`src/shared/pcr_pkg.sv`:
```
// Package with register offsets, field positions, reset values and timing counts of the PLL bank.
package pcr_pkg;
  localparam int ADDR_W = 10;
  localparam int DATA_W = 8;
  localparam logic [ADDR_W-1:0] OFF_PUMP_STATUS = 10'h1B8;
  localparam logic [ADDR_W-1:0] OFF_SEQ_CTRL = 10'h1B9;
  localparam logic [ADDR_W-1:0] OFF_SEQ_STATE = 10'h1BA;
  localparam logic [ADDR_W-1:0] OFF_VCO_BIAS = 10'h1BB;
  localparam logic [ADDR_W-1:0] OFF_VCO_PRSC = 10'h1BC;
  localparam logic [ADDR_W-1:0] OFF_CAL_REF = 10'h1BD;
  localparam int BIT_CLK_HALVE = 7;
  localparam int BIT_DITHER = 6;
  localparam int BIT_SEQ_EN = 5;
  localparam int BIT_OFFSET_OFF = 4;
  localparam int BIT_OVERRIDE = 3;
  localparam int BIT_CAL_ON = 2;
  localparam int BIT_CMP = 6;
  localparam int BIT_DONE = 5;
  localparam int BIT_VCO_ACTIVE = 4;
  localparam int BIAS_W = 5;
  localparam int CALREF_W = 4;
  localparam logic [DATA_W-1:0] RST_SEQ_CTRL = 8'h34;
  localparam logic [3:0] RST_FORCED = 4'h0;
  localparam logic [BIAS_W-1:0] RST_VCO_BIAS = 5'h0C;
  localparam logic [DATA_W-1:0] RST_VCO_PRSC = 8'h00;
  localparam logic [CALREF_W-1:0] RST_CAL_REF = 4'h0;
  localparam int PUMP_SETTLE_CYC = 4;
  localparam int VCO_CAL_TICKS = 64;
  typedef enum logic [3:0] {
    ST_IDLE = 4'h1,
    ST_PCAL = 4'h2,
    ST_VCAL = 4'h4,
    ST_LOCK = 4'h8
  } pcr_state_e;
endpackage : pcr_pkg

```
`src/shared/pcr_seq_if.sv`:
```
// Interface between the register bank and the power-up sequencing machine.
`timescale 1ns/1ps
interface pcr_seq_if;
  logic enable;
  logic cal_on;
  logic halve;
  logic cmp;
  logic [3:0] state;
  logic [3:0] trial;
  logic [3:0] result;
  logic done;
  logic vco_active;
  logic cal_tick;
  modport regs (output enable, output cal_on, output halve, output cmp,
    input state, input trial, input result, input done, input vco_active, input cal_tick);
  modport seq (input enable, input cal_on, input halve, input cmp,
    output state, output trial, output result, output done, output vco_active,
    output cal_tick);
endinterface : pcr_seq_if

```
`src/rtl/pcr_seq.sv`:
```
// Power-up sequencing machine with charge-pump and VCO band calibration.
`timescale 1ns/1ps
module pcr_seq
  import pcr_pkg::*;
#(
  parameter int SETTLE_CYC = PUMP_SETTLE_CYC,
  parameter int VCO_TICKS = VCO_CAL_TICKS
)
(
  input wire logic i_clk,
  input wire logic i_rst_n,
  pcr_seq_if.seq bus
);
  import pcr_pkg::*;

  pcr_state_e state_q, state_d;
  logic [7:0] cnt_q, cnt_d;
  logic [1:0] bit_q, bit_d;
  logic [3:0] trial_q, trial_d, result_q, result_d;
  logic done_q, done_d, tick_q;
  wire tick = bus.halve ? tick_q : 1'b1;
  wire settle_end = (cnt_q == 8'(SETTLE_CYC - 1));
  wire vco_end = tick && (cnt_q == 8'(VCO_TICKS - 1));
  wire [3:0] bit_mask = 4'(4'h1 << bit_q);
  wire [3:0] kept = bus.cmp ? trial_q : (trial_q & ~bit_mask);
  wire [3:0] next_bit = (bit_q == 2'h0) ? 4'h0 : 4'(bit_mask >> 1);

  always_comb
  begin
    state_d = state_q;
    cnt_d = cnt_q;
    bit_d = bit_q;
    trial_d = trial_q;
    result_d = result_q;
    done_d = done_q;
    case (state_q)
      ST_IDLE:
      begin
        cnt_d = 8'h00;
        if (bus.enable && bus.cal_on)
        begin
          state_d = ST_PCAL;
          bit_d = 2'h3;
          trial_d = 4'h8;
          done_d = 1'b0;
        end
        else if (bus.enable)
          state_d = ST_VCAL;
      end
      ST_PCAL:
      begin
        cnt_d = settle_end ? 8'h00 : 8'(cnt_q + 8'h01);
        if (settle_end)
        begin
          trial_d = kept | next_bit;
          bit_d = 2'(bit_q - 2'h1);
          if (bit_q == 2'h0)
          begin
            result_d = kept;
            done_d = 1'b1;
            state_d = ST_VCAL;
          end
        end
      end
      ST_VCAL:
      begin
        if (tick)
          cnt_d = 8'(cnt_q + 8'h01);
        if (vco_end)
          state_d = ST_LOCK;
      end
      ST_LOCK: state_d = ST_LOCK;
      default: state_d = ST_IDLE;
    endcase
    if (!bus.enable)
      state_d = ST_IDLE;
  end

  always_ff @(posedge i_clk)
  begin
    if (!i_rst_n)
    begin
      state_q <= ST_IDLE;
      cnt_q <= 8'h00;
      bit_q <= 2'h3;
      trial_q <= 4'h8;
      result_q <= 4'h0;
      done_q <= 1'b0;
      tick_q <= 1'b0;
    end
    else
    begin
      state_q <= state_d;
      cnt_q <= cnt_d;
      bit_q <= bit_d;
      trial_q <= trial_d;
      result_q <= result_d;
      done_q <= done_d;
      tick_q <= (state_q == ST_VCAL) ? ~tick_q : 1'b0;
    end
  end

  assign bus.state = state_q;
  assign bus.trial = trial_q;
  assign bus.result = result_q;
  assign bus.done = done_q;
  assign bus.vco_active = (state_q == ST_VCAL);
  assign bus.cal_tick = (state_q == ST_VCAL) && tick;
endmodule : pcr_seq

```
`src/rtl/pcr_regs.sv`:
```
// Register bank for PLL sequencing, charge-pump calibration and VCO trims.
`timescale 1ns/1ps
module pcr_regs
  import pcr_pkg::*;
(
  input wire logic i_clk,
  input wire logic i_rst_n,
  input wire logic i_wr_en,
  input wire logic i_rd_en,
  input wire logic [pcr_pkg::ADDR_W-1:0] i_addr,
  input wire logic [pcr_pkg::DATA_W-1:0] i_wdata,
  input wire logic i_pump_cmp,
  output logic [pcr_pkg::DATA_W-1:0] o_rdata,
  output logic [3:0] o_pump_trim,
  output logic o_cal_tick,
  output logic o_offset_off,
  output logic o_dither_mode,
  output logic [1:0] o_pump_test,
  output logic [pcr_pkg::BIAS_W-1:0] o_vco_bias_trim,
  output logic [pcr_pkg::DATA_W-1:0] o_vco_prsc_opts,
  output logic [pcr_pkg::CALREF_W-1:0] o_vco_cal_ref
);
  import pcr_pkg::*;

  pcr_seq_if sif ();
  logic [DATA_W-1:0] ctrl_q, prsc_q, rdata_q;
  logic [3:0] forced_q, trim_q;
  logic [BIAS_W-1:0] bias_q;
  logic [CALREF_W-1:0] calref_q;
  logic cmp_s1_q, cmp_s2_q, cmp_s3_q, cmp_q;

  wire wr_ctrl = i_wr_en && (i_addr == OFF_SEQ_CTRL);
  wire wr_state = i_wr_en && (i_addr == OFF_SEQ_STATE);
  wire wr_bias = i_wr_en && (i_addr == OFF_VCO_BIAS);
  wire wr_prsc = i_wr_en && (i_addr == OFF_VCO_PRSC);
  wire wr_calref = i_wr_en && (i_addr == OFF_CAL_REF);
  wire override = ctrl_q[BIT_OVERRIDE];
  wire pcal_busy = (sif.state == ST_PCAL);
  wire [3:0] trim_sel = pcal_busy ? sif.trial : (override ? forced_q : sif.result);
  wire [DATA_W-1:0] status_word = {1'b0, cmp_q, sif.done, sif.vco_active, sif.result};
  wire [DATA_W-1:0] rd_mux =
    (i_addr == OFF_PUMP_STATUS) ? status_word :
    (i_addr == OFF_SEQ_CTRL) ? ctrl_q :
    (i_addr == OFF_SEQ_STATE) ? {sif.state, forced_q} :
    (i_addr == OFF_VCO_BIAS) ? {3'h0, bias_q} :
    (i_addr == OFF_VCO_PRSC) ? prsc_q :
    (i_addr == OFF_CAL_REF) ? {4'h0, calref_q} : 8'h00;

  assign sif.enable = ctrl_q[BIT_SEQ_EN];
  assign sif.cal_on = ctrl_q[BIT_CAL_ON];
  assign sif.halve = ctrl_q[BIT_CLK_HALVE];
  assign sif.cmp = cmp_q;

  pcr_seq #(
    .SETTLE_CYC(PUMP_SETTLE_CYC),
    .VCO_TICKS(VCO_CAL_TICKS)
  ) u_seq (
    .i_clk(i_clk),
    .i_rst_n(i_rst_n),
    .bus(sif.seq)
  );

  always_ff @(posedge i_clk)
  begin
    if (!i_rst_n)
    begin
      cmp_s1_q <= 1'b0;
      cmp_s2_q <= 1'b0;
      cmp_s3_q <= 1'b0;
      cmp_q <= 1'b0;
    end
    else
    begin
      cmp_s1_q <= i_pump_cmp;
      cmp_s2_q <= cmp_s1_q;
      cmp_s3_q <= cmp_s2_q;
      if (cmp_s2_q == cmp_s3_q)
        cmp_q <= cmp_s3_q;
    end
  end

  always_ff @(posedge i_clk)
  begin
    if (!i_rst_n)
    begin
      ctrl_q <= RST_SEQ_CTRL;
      forced_q <= RST_FORCED;
      bias_q <= RST_VCO_BIAS;
      prsc_q <= RST_VCO_PRSC;
      calref_q <= RST_CAL_REF;
      rdata_q <= 8'h00;
      trim_q <= 4'h0;
    end
    else
    begin
      if (wr_ctrl)
        ctrl_q <= i_wdata;
      if (wr_state)
        forced_q <= i_wdata[3:0];
      if (wr_bias)
        bias_q <= i_wdata[BIAS_W-1:0];
      if (wr_prsc)
        prsc_q <= i_wdata;
      if (wr_calref)
        calref_q <= i_wdata[CALREF_W-1:0];
      if (i_rd_en)
        rdata_q <= rd_mux;
      trim_q <= trim_sel;
    end
  end

  assign o_rdata = rdata_q;
  assign o_pump_trim = trim_q;
  assign o_cal_tick = sif.cal_tick;
  assign o_offset_off = ctrl_q[BIT_OFFSET_OFF];
  assign o_dither_mode = ctrl_q[BIT_DITHER];
  assign o_pump_test = ctrl_q[1:0];
  assign o_vco_bias_trim = bias_q;
  assign o_vco_prsc_opts = prsc_q;
  assign o_vco_cal_ref = calref_q;
endmodule : pcr_regs

```
`config.mk`:
```
export PLATFORM = sky130hd
export DESIGN_NAME = pcr_regs
export DESIGN_NICKNAME = d
export VERILOG_FILES = /design/src/shared/pcr_pkg.sv /design/src/shared/pcr_seq_if.sv /design/src/rtl/pcr_seq.sv /design/src/rtl/pcr_regs.sv
export SDC_FILE = /design/constraint.sdc
export NUM_CORES = 1
export LEC_CHECK = 0
export BUFFER_PORTS_ARGS = -buffer_cell sky130_fd_sc_hd__buf_2
export CAP_MARGIN = 30
export CORE_MARGIN = 2
export CORE_UTILIZATION = 40
export CTS_CLUSTER_SIZE = 40
export DETAILED_ROUTE_END_ITERATION = 10
export PLACE_DENSITY_LB_ADDON = 0.15
export RECOVER_POWER = 50
export SLEW_MARGIN = 25
export SYNTH_ARGS = -nofsm -noshare
export SYNTH_HDL_FRONTEND = slang
export SYNTH_HIERARCHICAL = 1
export SYNTH_SLANG_ARGS = --single-unit
```
`constraint.sdc`:
```
create_clock -name i_clk -period 5.2 [get_ports i_clk]
set_input_delay 1.04 -clock i_clk [delete_from_list [all_inputs] [get_ports i_clk]]
set_output_delay 1.04 -clock i_clk [all_outputs]
set_load 0.01 [all_outputs]
```
# Word level (Yosys, flattened, before mapping)
# Index checks and enable logic that the tools add are counted.
# word_totals
reg_bits	69
output_inout_bits	34
elab_cells	90
# classes
n_addsub	2
eq_ne	18
n_shift	1
muxes	29
n_bitwise	4
n_reduce_logical	18
# op_table
operator	count
$eq 10x9->1 const B	6
$mux 8	7
$mux 4	9
$pmux 8 s3	1
$pmux 4 s4	1
$ne 2x1->1 const B	5
$reduce_and 3->1	3
$add 8x1->8 const B	1
$eq 8x2->1 const B	1
$eq 8x6->1 const B	1
$logic_and 1x1->1	8
$pmux 4 s2	1
$mux 3	2
$reduce_and 2->1	3
$and 4x4->4	1
$eq 4x1->1 const B	1
$eq 4x2->1 const B	1
$eq 4x3->1 const B	1
$eq 4x4->1 const B	1
$mux 1	4
$mux 2	2
$not 4->4	1
$or 4x4->4	1
$pmux 2 s2	1
9 further kinds	9

# Longest topological paths before layout
# logic_depth
word_depth	7
ltp_mapped	7

# Hierarchy
# Netlist, hierarchy kept.
# modules_own_cells
module	n_inst	cells_each	area_each_um2	seq_area_each_um2
pcr_regs	1	258	2356.0	900.9
pcr_seq	1	147	1229.9	480.5

# Worst setup path after synthesis
# OpenSTA, ideal clock, no wires.
# synth_path
path_kind	input to register
startpoint	input port i_addr[9] (netlist name)
endpoint	register ctrl_q[2]
setup_ns	0.128
arrival_time_ns	2.387
setup_slack_ns	2.685
cell_stages	5
path_buffers	1
cell_sequence	or3b_1 buf_2 nor4_4 mux2i_1 nand2_1
# synth_via
elab_chain_len	2
# synth_lines
item	line_no	source
start: declaration	pcr_regs.sv:10	input wire logic [pcr_pkg::ADDR_W-1:0] i_addr,
$eq 10x9->1	pcr_regs.sv:32	wire wr_ctrl = i_wr_en && (i_addr == OFF_SEQ_CTRL);
$logic_and 1x1->1	pcr_regs.sv:32	
end signal: assignment	pcr_regs.sv:97	ctrl_q <= i_wdata;
end: declaration	pcr_regs.sv:26	logic [DATA_W-1:0] ctrl_q, prsc_q, rdata_q;
# Every way passes these cells.
# A chain may end at the register's enable or synchronous reset.

==> results.tsv <==
metric	value	unit
clk_pin_slew	0.07	ns
wl	9.11	mm
ir_drop	0.127	mV
io_buffers	56	
maxCapViolCount	1	
met1_length	4.26	mm
fmax	0.277	GHz
drt_iter0_drc	131	
dr_wl_met2	4.23	mm
root_buffer	clkbuf_8	
multi_input_area	0.00204	mm2
cts_buffers	9	
cp_max_fo	50	
dr.pass1.iters	5	
synth.most_common_cell	dfxtp_1	
ys_seq_area_share	38.5	%
grt_max_degree	51	
synth_area_leaders	dfxtp_1 (39%), mux2i_1 (9.8%), nor2b_1 (5.6%)	
synthFlopType	dfxtp_1	
dieWidth	98.7	um
grt_usage	19.0	%
violations	max-capacitance violations, max-slew violations	
wl_met3	488	um
cts_buffer_depth	2	
via_count	3135	
grt-ovfl-total	0	
syn_area	0.00359	mm2
yosys-top-cells-count	dfxtp_1 (69), nand2_1 (39), mux2i_1 (35)	
setup_viol	0	
dp_worst_setup_slack	2.18	ns
fin_ws	1.59	ns
postRouteAntennaNets	0	
cts_resized	0	
place_hpwl	6.29	mm
slew_violations	51	
yosysUniqueCellTypes	60	
routed.top_layer	met4	
antenna_found_initial	0	
leakage	1.55	nW
ys_seq_elements	69	
grt_pass1_vias	2936	
initial_utilization	41.1	%
period_needed	3.61	ns
status	finished, violations left	
crit_arrival	3.90	ns
setup_tns	0	ns
startpoint_type	input port	
yosysTopAreaCell	dfxtp_1	
ctsHoldBuffers	0	
gp_congestion	0.826	
coreArea	0.00872	mm2
maxSlewHeadroom	-28.8	%
synth_top_area_share	38.5	%
cts_max_level	3	
fin_nets	472	
vias_per_cell	5.63	
routedWlPerCell	16.4	um
fin_crit_sh	69.5	%
skew	0.00662	ns
cts_tree	done	
tightest_slew	1.93	ns
drive_above_1_share	10.9	%
fill_cells	867	
die_y	98.7	um
endpoint_kind	flop	
route.detailed.drc	0	
seq_area	0.00138	mm2
synthesis.nets	433	
path_class	input port to flop	
async_flop_share	0	%
synth_warnings	6	
grt_pass1_wl	15.0	mm
synth_cells	405	
die-area	0.00974	mm2
clkSinkCount	69	
cts_setup_buffers	0	
avgSynthCellArea	8.85	um2
ioPinCount	57	
clock_latency	0.35	ns
required	5.48	ns
area_growth	12.5	%
final-hold-violation-count	0	
synth_edf_count	0	
hp-class	flop to flop	
rsz0062_at_grt	false	
n_antenna_cell	0	
powerDensity	287	mW/mm2
row_count	34	
## cell families (layout without fill, tap and decap cells)
group / count (synthesis) / in the layout / synth area share (%)
AND/OR/NAND/NOR: 178 / 178 / 28.7
AO/OA/AOI/OAI: 72 / 72 / 15.1
flip-flops: 69 / 69 / 38.5
buffers and inverters: 39 / 83 / 4.47
multiplexers: 35 / 35 / 9.77
XOR/XNOR: 7 / 7 / 1.71
adder cells (fa/ha/maj): 5 / 5 / 1.74
## state kept, by name (all words and copies together) (netlist names)
| name | count |
|---|---|
| o_vco_bias_trim | 5 |
| u_seq/bus.result | 4 |
| u_seq/bus.trial | 4 |
| o_vco_cal_ref | 4 |
| u_seq/bus.state | 4 |
| ctrl_q | 8 |
| forced_q | 4 |
| cmp_s3_q | 1 |
| cmp_s1_q | 1 |
| o_rdata | 8 |
| u_seq/tick_q | 1 |
| u_seq/bus.done | 1 |
| o_vco_prsc_opts | 8 |
| o_pump_trim | 4 |
| u_seq/bit_q | 2 |
| cmp_s2_q | 1 |
| u_seq/cnt_q | 8 |
| cmp_q | 1 |
## metrics by stage
step                      instance area [um2]  total power, mW  utilization [%]  hold slack [ns]  cells
after floorplan                          3590            0.688                -            0.412    405
after global placement                   3880            0.729             44.5            0.426    540
after detailed placement                 3890            0.732             44.6            0.420    541
after CTS                                4080             1.17             46.8            0.438    557
after global routing                     4030             1.21             46.2            0.462    557
final                                    4030             1.16             46.2            0.437    557
## final cells by class
type / instances / share of cell area (%)
clock buffers: 10 / 3.16
well taps: 108 / 3.35
inverters: 9 / 0.838
repair buffers: 58 / 6.11
flip-flops and latches: 69 / 34.3
multi-input cells: 297 / 50.7
clock inverters: 6 / 1.58
## where the power goes
group | internal [mW] | total, mW | switching (mW)
registers | 0.541 | 0.564 | 0.0228
logic | 0.0620 | 0.156 | 0.0939
clock network | 0.221 | 0.438 | 0.217
## final timing paths
kind | start | to | slack [ns] | cells past startpoint
hold / removal | cmp_s1_q | cmp_s2_q | 0.44 | 1
hold reg to reg | cmp_s1_q | cmp_s2_q | 0.44 | 1
setup / recovery | i_rst_n | o_rdata[1] | 1.59 | 4
setup reg to reg | u_seq/bus.state[1] | u_seq/cnt_q[4] | 3.01 | 5
## cell usage in the layout, fill, tap and decap left out, types with 9 or more instances in the layout
cell type and n:
clkbuf_8 9, clkbuf_1 36, nor2b_1 32, inv_1 9, o21ai_0 10, dfxtp_1 69
buf_2 23, nand4_1 9, nand2_1 39, mux2i_1 35, nand3_1 19, nor2_1 22
## worst max-delay path: stages
cell and delay [ns]:
clkbuf_1 0.86, clkbuf_1 1.46, o221ai_1 0.33, nor2_1 0.19
## layer usage
layer	track usage (%)	vias to the layer above
met5	0	-
met4	5.80	0
met3	4.40	10
met2	29.4	85
met1	26.5	1501
li1	-	1539
No activity file was read; power rests on OpenSTA's default activity.
